### src/vhp_pkg.sv
// Purpose: constants for the video host bus port
// Assumes: 125 MHz clock, bus pins sampled through two flip-flops
// Notes: index and data share an even/odd I/O pair
// Notes on behaviour
// - refresh low cancels current memory cycle
// - direction 0 on host read, 1 on write
// - steer bytes from high enable and a0
// - io strobes ignored while aen high
// - address captured on ale falling edge
// - ready released, pulled low, driven high, released
// - memcs16 low in word-capable memory region
// - interrupt high while vsync pending, enabled
// - chip select low at reset: fixed pair
// - fixed mode needs chip select during access
// - else first selected io write loads address
// - ignore address bit 0, match low byte
// - index at even, data at odd location
// - other registers blocked until enable bit 0
// - before enable only index/enable writes, no reads
// - fixed mode address register reset value
// - compare register bits 7:1 with a7:1
// - frame buffer only while enable bit 1
`default_nettype none
package vhp_pkg;
	localparam logic [7:0] VHP_FIXED_ADDR = 8'hD6;
	localparam logic [7:0] VHP_GLOBAL_INDEX = 8'hFF;
	localparam int VHP_REG_EN_BIT = 0;
	localparam int VHP_MEM_EN_BIT = 1;
	localparam logic [3:0] VHP_VERSION = 4'h1; // arbitrary value
	localparam int VHP_CLK_MHZ = 125;
	localparam int VHP_WAIT_NS = 120;
	localparam int VHP_WAIT_CYCLES = (VHP_WAIT_NS * VHP_CLK_MHZ + 999) / 1000;
	localparam logic [3:0] VHP_MEM_BASE_RESET = 4'h1;
	typedef enum {VHP_RDY_IDLE, VHP_RDY_WAIT, VHP_RDY_HIGH} vhp_rdy_type;
	function automatic logic [1:0] vhp_lanes(input logic bhe_n, input logic a0);
		vhp_lanes = {~bhe_n, ~a0};
	endfunction
endpackage
`default_nettype wire

### src/vhp_host_port.sv
// Purpose: host bus port: decode, index/data pair, byte steering, ready
// Assumes: register file outside, reached by reg_* ports
// Notes: all bus pins pass two flip-flops, so answers trail pins
`default_nettype none
module vhp_host_port
	import vhp_pkg::*;
#(
	parameter int WAIT_CYCLES = VHP_WAIT_CYCLES
) (
	input wire logic clock,
	input wire logic rst,
	input wire logic [19:0] addr,
	input wire logic [3:0] latched_upper_address,
	input wire logic ale,
	input wire logic aen,
	input wire logic byte_high_enable_n,
	input wire logic system_refresh_n,
	input wire logic mem_rd_n,
	input wire logic mem_wr_n,
	input wire logic io_rd_n,
	input wire logic io_wr_n,
	input wire logic cs_n,
	input wire logic [15:0] data_in,
	output logic [15:0] data_out,
	output logic data_oe,
	output logic xcvr_low_byte_en_n,
	output logic xcvr_high_byte_en_n,
	output logic xcvr_dir,
	output logic ready_out,
	output logic ready_oe,
	output logic memcs16_n,
	output logic irq,
	input wire logic vsync_pending,
	input wire logic irq_enabled,
	input wire logic [3:0] mem_base,
	input wire logic mem_busy,
	output logic mem_sel,
	output logic [1:0] mem_lanes,
	output logic [7:0] reg_index,
	output logic reg_wr,
	output logic [7:0] reg_wdata,
	input wire logic [7:0] reg_rdata,
	output logic [7:0] io_addr_reg,
	output logic [1:0] global_enable
);
	if (WAIT_CYCLES < 1 || WAIT_CYCLES > 255) begin
		$error("wait cycles out of range");
	end
	logic [19:0] a_s;
	logic [3:0] la_s;
	logic [15:0] d_s;
	logic [9:0] c_s;
	vhp_sync #(.WIDTH(20)) sync_a (.clock(clock), .rst(rst), .d(addr), .q(a_s));
	vhp_sync #(.WIDTH(4)) sync_la (.clock(clock), .rst(rst), .d(latched_upper_address), .q(la_s));
	vhp_sync #(.WIDTH(16)) sync_d (.clock(clock), .rst(rst), .d(data_in), .q(d_s));
	// ale comes out of reset at its idle low level, so no false latch edge
	vhp_sync #(.WIDTH(10), .INIT(10'h1FE)) sync_c (.clock(clock), .rst(rst),
		.d({ale, aen, byte_high_enable_n, system_refresh_n, mem_rd_n, mem_wr_n,
			io_rd_n, io_wr_n, cs_n, 1'b0}), .q(c_s));
	logic ale_s, aen_s, bhe_s, system_refresh_n_s, mrd_s, mwr_s, iord_s, iowr_s, cs_s;
	assign {ale_s, aen_s, bhe_s, system_refresh_n_s, mrd_s, mwr_s, iord_s, iowr_s, cs_s} = c_s[9:1];
	logic ale_d_reg, iowr_d_reg, iord_d_reg;
	logic [2:0] rst_d_reg;
	logic [3:0] la_reg;
	logic [19:0] a_reg;
	always_ff @(posedge clock) begin
		if (rst) begin
			ale_d_reg <= 1'b0;
			iowr_d_reg <= 1'b1;
			iord_d_reg <= 1'b1;
		end else begin
			ale_d_reg <= ale_s;
			iowr_d_reg <= iowr_s;
			iord_d_reg <= iord_s;
		end
	end
	// latched address follows ale; capture on its falling edge
	always_ff @(posedge clock) begin
		if (rst) begin
			la_reg <= 4'h0;
			a_reg <= 20'h00000;
		end else if (ale_d_reg && !ale_s) begin
			la_reg <= la_s;
			a_reg <= a_s;
		end
	end
	// strap read two edges late: the synchroniser sits in reset until release
	logic prog_wait_reg, strap_edge;
	assign strap_edge = rst_d_reg[2] && !rst_d_reg[1];
	always_ff @(posedge clock) begin
		rst_d_reg <= {rst_d_reg[1:0], rst};
	end
	always_ff @(posedge clock) begin
		if (rst) begin
			prog_wait_reg <= 1'b0;
		end else if (strap_edge) begin
			prog_wait_reg <= cs_s;
		end else if (prog_wait_reg && !iowr_s && !cs_s && !aen_s) begin
			prog_wait_reg <= 1'b0;
		end
	end
	logic io_hit, io_active, io_wr_pulse, io_rd_start;
	assign io_hit = !cs_s && !aen_s && !prog_wait_reg
		&& (a_s[7:1] == io_addr_reg[7:1]);
	assign io_active = io_hit && (!iord_s || !iowr_s);
	assign io_wr_pulse = iowr_d_reg && !iowr_s && !aen_s;
	assign io_rd_start = iord_d_reg && !iord_s;
	// odd byte rides d15:8 while the high enable is low
	function automatic logic [7:0] vhp_pick_byte(input logic [15:0] d, input logic bhe_n,
		input logic a0);
		vhp_pick_byte = (!bhe_n && a0) ? d[15:8] : d[7:0];
	endfunction
	logic [7:0] io_byte;
	assign io_byte = vhp_pick_byte(d_s, bhe_s, a_s[0]);
	always_ff @(posedge clock) begin
		if (rst) begin
			io_addr_reg <= VHP_FIXED_ADDR;
		end else if (strap_edge && !cs_s) begin
			io_addr_reg <= VHP_FIXED_ADDR;
		end else if (prog_wait_reg && io_wr_pulse && !cs_s) begin
			io_addr_reg <= io_byte;
		end
	end
	// index write at even location; held across data port use
	always_ff @(posedge clock) begin
		if (rst) begin
			reg_index <= 8'h00;
		end else if (io_hit && io_wr_pulse && !a_s[0]) begin
			reg_index <= io_byte;
		end
	end
	logic data_wr;
	assign data_wr = io_hit && io_wr_pulse && a_s[0];
	always_ff @(posedge clock) begin
		if (rst) begin
			global_enable <= 2'b00;
		end else if (data_wr && reg_index == VHP_GLOBAL_INDEX) begin
			global_enable <= io_byte[1:0];
		end
	end
	logic reg_open;
	assign reg_open = global_enable[VHP_REG_EN_BIT];
	always_ff @(posedge clock) begin
		if (rst) begin
			reg_wr <= 1'b0;
			reg_wdata <= 8'h00;
		end else begin
			reg_wr <= data_wr && reg_open && reg_index != VHP_GLOBAL_INDEX;
			if (data_wr) begin
				reg_wdata <= io_byte;
			end
		end
	end
	// memory decode: linear window at the 1M block named by mem_base
	logic mem_req, mem_region;
	assign mem_region = global_enable[VHP_MEM_EN_BIT] && la_reg == mem_base;
	assign mem_req = mem_region && system_refresh_n_s && (!mrd_s || !mwr_s);
	assign memcs16_n = !mem_region;
	assign mem_sel = mem_req;
	assign mem_lanes = vhp_lanes(bhe_s, a_reg[0]);
	// read data, registered
	always_ff @(posedge clock) begin
		if (rst) begin
			data_out <= 16'h0000;
		end else if (io_rd_start && io_hit) begin
			if (!reg_open) begin
				data_out <= 16'h0000;
			end else if (!a_s[0]) begin
				data_out <= {reg_index, reg_index};
			end else if (reg_index == VHP_GLOBAL_INDEX) begin
				data_out <= {2{VHP_VERSION, 2'b00, global_enable}};
			end else begin
				data_out <= {reg_rdata, reg_rdata};
			end
		end
	end
	logic [1:0] io_lanes, lanes;
	logic cycle_on, host_reads;
	assign io_lanes = vhp_lanes(bhe_s, a_s[0]);
	assign cycle_on = io_active || mem_req;
	assign lanes = io_active ? io_lanes : mem_lanes;
	assign host_reads = io_active ? !iord_s : !mrd_s;
	assign xcvr_dir = !host_reads;
	assign xcvr_low_byte_en_n = !(cycle_on && lanes[0]);
	assign xcvr_high_byte_en_n = !(cycle_on && lanes[1]);
	assign data_oe = cycle_on && host_reads && (!io_active || reg_open);
	assign irq = irq_enabled && vsync_pending;
	// ready sequencing for memory cycles
	vhp_rdy_type rdy_state;
	logic [7:0] wait_count;
	always_ff @(posedge clock) begin
		if (rst) begin
			rdy_state <= VHP_RDY_IDLE;
			wait_count <= 8'h00;
		end else begin
			case (rdy_state)
				VHP_RDY_IDLE: begin
					if (mem_req) begin
						rdy_state <= VHP_RDY_WAIT;
						wait_count <= 8'(WAIT_CYCLES);
					end
				end
				VHP_RDY_WAIT: begin
					if (!mem_req) begin
						rdy_state <= VHP_RDY_IDLE;
					end else if (wait_count > 8'h01 || mem_busy) begin
						wait_count <= (wait_count > 8'h01) ? wait_count - 8'h01 : wait_count;
					end else begin
						rdy_state <= VHP_RDY_HIGH;
					end
				end
				VHP_RDY_HIGH: begin
					if (!mem_req) rdy_state <= VHP_RDY_IDLE;
				end
				default: rdy_state <= VHP_RDY_IDLE;
			endcase
		end
	end
	assign ready_oe = rdy_state != VHP_RDY_IDLE;
	assign ready_out = rdy_state == VHP_RDY_HIGH;
endmodule
`default_nettype wire

### src/vhp_sync.sv
// Purpose: two-flip-flop synchroniser for a bus of pin levels
// Assumes: inputs asynchronous to clock
// Notes: first stage read only by second stage
`default_nettype none
module vhp_sync #(
	parameter int WIDTH = 1,
	parameter logic [WIDTH-1:0] INIT = '0
) (
	input wire logic clock,
	input wire logic rst,
	input wire logic [WIDTH-1:0] d,
	output logic [WIDTH-1:0] q
);
	logic [WIDTH-1:0] meta_reg;
	always_ff @(posedge clock) begin
		if (rst) begin
			meta_reg <= INIT;
			q <= INIT;
		end else begin
			meta_reg <= d;
			q <= meta_reg;
		end
	end
endmodule
`default_nettype wire
### config.mk
export PLATFORM = sky130hd
export DESIGN_NAME = vhp_host_port
export DESIGN_NICKNAME = d
export VERILOG_FILES = /design/src/vhp_pkg.sv /design/src/vhp_host_port.sv /design/src/vhp_sync.sv
export SDC_FILE = /design/constraint.sdc
export NUM_CORES = 1
export LEC_CHECK = 0
export BUFFER_PORTS_ARGS = -buffer_cell sky130_fd_sc_hd__buf_2
export CELL_PAD_IN_SITES_DETAIL_PLACEMENT = 1
export CELL_PAD_IN_SITES_GLOBAL_PLACEMENT = 2
export CORE_MARGIN = 10
export CORE_UTILIZATION = 35
export DETAILED_ROUTE_END_ITERATION = 12
export PLACE_DENSITY_LB_ADDON = 0.3
export SLEW_MARGIN = 20
export SYNTH_ARGS = -nofsm -noshare
export SYNTH_HDL_FRONTEND = slang
export SYNTH_SLANG_ARGS = --single-unit
### constraint.sdc
create_clock -name clock -period 2.9 [get_ports clock]
set_clock_uncertainty 0.1 [all_clocks]
set_input_delay 0.435 -clock clock [delete_from_list [all_inputs] [get_ports clock]]
set_output_delay 0.435 -clock clock [all_outputs]
set_load 0.03 [all_outputs]
==> flow_metrics.tcl <==
set metrics [dict create \
    fillCellCount 1520 \
    drc 0 \
    maxCapViolCount 0 \
    ys_ff_latch 131 \
    holdPathStages 2 \
    r2r-start "sync_a.q[0]$_SDFF_PP0_" \
    hold_buffers 0 \
    antenna_found_initial 0 \
    synth_area_um2 4850 \
    antenna_cells 0 \
    grt_pass1_vias 4002 \
    peakVddDrop_mv 0.407 \
    die_w_um 138 \
    grt_pass1_wl_mm 20.9 \
    synth_nets 549 \
    hold_path_end "sync_c.meta_reg[4]$_SDFF_PP1_" \
    setup_viol_count_final 0 \
    coreArea_um2 13400 \
    die-area_um2 19000 \
    post-place-ws_ns 0.581 \
    yosysWarnings 0 \
    path_delay_family "simple AND/OR/NAND/NOR gates" \
    pwr_density_cell_nw_per_um2 683 \
    drt_first_pass_iters 4 \
    reg2reg_slack_ns 0.77 \
    status "finished, final reports clean" \
    netlist_instances 481 \
    clock.fmax_ghz 0.378 \
    insertion_delay_ns 0.41 \
    avgSynthCellArea_um2 10.1 \
    dp_hpwl_mm 9.67 \
    initial_utilization 0.362 \
    place_congestion 0.756 \
    cts_resized 0 \
    leakagePower_nw 2.62 \
    rsz0062_at_grt "false" \
    tightest_slew_ns 0.647 \
    clockBufferDepth 2 \
    wl_per_cell_um 17.1 \
    root_buffer "clkbuf_16" \
    postRouteAntennaNets 0 \
    viasPerCell 4.92 \
    row_count 42 \
    timing.final.ws_setup_ns 0.254 \
    fin_crit_sh 0.912 \
    final.min_clock_period_ns 2.65 \
    drt_wl_total_mm 13.1 \
    die_y_um 138 \
    cts_sinks 131 \
    finalNetCount 647 \
    seqCellArea_um2 2620 \
    synth-edff-count 0 \
    total_power_mw 4.16 \
    numCtsBuffers 17 \
    final_core_util 0.455 \
    grt_max_degree 39 \
    ys_seq_area_frac 0.541 \
    syn2layout_area_growth_pct 25.6 \
    r2r_cells 4 \
    pin_count 120 \
    grt_use_total 0.141 \
    slowest_delay_ns 0.41 \
    drtIter0Drc 254 \
    path_clk_slew_ns 0.06 \
    cts_setup_buffers 0 \
    cp-start-kind "register" \
    slew-limit-headroom 0.568 \
    cts_tree "done" \
    final_common_cell "dfxtp_1" \
    path_cells "nor3_1 > and4_2 > o211ai_1 > mux2i_1 > buf_2" \
    cp_max_fo 10 \
    regToRegEndpoint "global_enable[0]$_SDFFE_PP0P_" \
    hold_viol_final 0 \
    endpoint_kind "output pin" \
    vias 3774 \
    grt_overflow 0 \
    worst-setup-path-type "register to output pin" \
    layout-drive-gt1-share 0.289 \
    cp_slowest_cell "and4_2" \
    required_ns 2.37 \
    synthArstFlopShare 0 \
    path_buf_inv 1 \
    worstHoldPathType "input pin to register" \
    portBuffers 107 \
    slew_viol_final 0 \
    final_cell_mix "dfxtp_1 (131), buf_2 (106), nor2b_1 (62)" \
    hp-start "mem_wr_n" \
    multi_input_area_um2 1990 \
    synth-main-ff-cell "dfxtp_1" \
    post_synth_num_cell_types 50 \
    htreeDepth 4 \
    fin_setup_tns_ns 0 \
    arrival_ns 2.11 \
]
## cell families (layout without fill, tap and decap cells)
kind of cell    count (synthesis)  after routing  share of synthesized area
buf+inv                        56            166                     0.0503
fa+ha+maj                       2              2                    0.00516
mux                            23             23                     0.0475
simple gates                  177            177                      0.217
compound gates                 81             81                      0.119
flops                         131            131                      0.541
xor+xnor                       11             11                     0.0199
## where the power goes
| part | internal (mW) | switching [mW] |
|---|---|---|
| combinational | 0.0721 | 0.0816 |
| clock | 1.38 | 0.748 |
| sequential | 1.85 | 0.0198 |
| total | 3.31 | 0.849 |
## through the flow
step	hold WS (ns)	instances	area, um^2
after floorplan	0.210	481	4850
after global placement	0.215	736	5500
after detailed placement	0.224	736	5500
after CTS	0.0882	767	6090
after global routing	0.101	767	6090
final	0.110	767	6090
## per-layer routing
metal | vias to the layer above | track usage | share of wire
li1 | 1856 | - | -
met5 | - | 0 | 0
met2 | 98 | 0.228 | 0.47
met3 | 20 | 0.0572 | 0.085
met4 | 0 | 0.0614 | 0.022
met1 | 1800 | 0.163 | 0.43
## worst max path at each step
stage | startpoint | end | slack [ns] | cells after the start
global placement | prog_wait_reg$_SDFFE_PP0P_ | xcvr_low_byte_en_n | 0.59 | 5
CTS | prog_wait_reg$_SDFFE_PP0P_ | xcvr_low_byte_en_n | 0.13 | 5
global route | prog_wait_reg$_SDFFE_PP0P_ | xcvr_low_byte_en_n | 0.03 | 5
detailed placement | prog_wait_reg$_SDFFE_PP0P_ | xcvr_low_byte_en_n | 0.58 | 5
floorplan | io_addr_reg[3]$_SDFFE_PP0P_ | xcvr_low_byte_en_n | 0.30 | 6
finish | prog_wait_reg$_SDFFE_PP0P_ | xcvr_low_byte_en_n | 0.25 | 5
## synthesized netlist by cell type (all sizes together), types with 2 or more instances
library cell	n	area (um^2)
nand2	17	63.8
nor4b	2	32.5
nor3	11	60.1
or3	2	17.5
mux2i	23	230
o221ai	2	17.5
or2	21	131
o2bb2ai	5	43.8
and2	3	18.8
a211oi	11	82.6
a22o	6	52.6
and4	5	43.8
dfxtp	131	2620
o21ai	7	35.0
o211ai	10	75.1
nor4	2	18.8
nor2	18	67.6
or4	4	33.8
xnor2	11	96.3
nand3	9	45.0
a21oi	9	45.0
nor2b	62	388
buf	12	78.8
o31ai	8	60.1
nand2b	3	18.8
clkbuf	23	86.3
and3	3	18.8
inv	21	78.8
ha	2	25.0
nand4	14	87.6
a31oi	13	81.3
## area by class of cell
type / count / area share
Sequential cell: 131 / 0.431
Multi-Input combinational cell: 294 / 0.326
Timing Repair Buffer: 114 / 0.0970
Clock buffer: 21 / 0.0756
Tap cell: 176 / 0.0362
Clock inverter: 10 / 0.0218
Inverter: 21 / 0.0129
(Power assumes the default switching activity.)
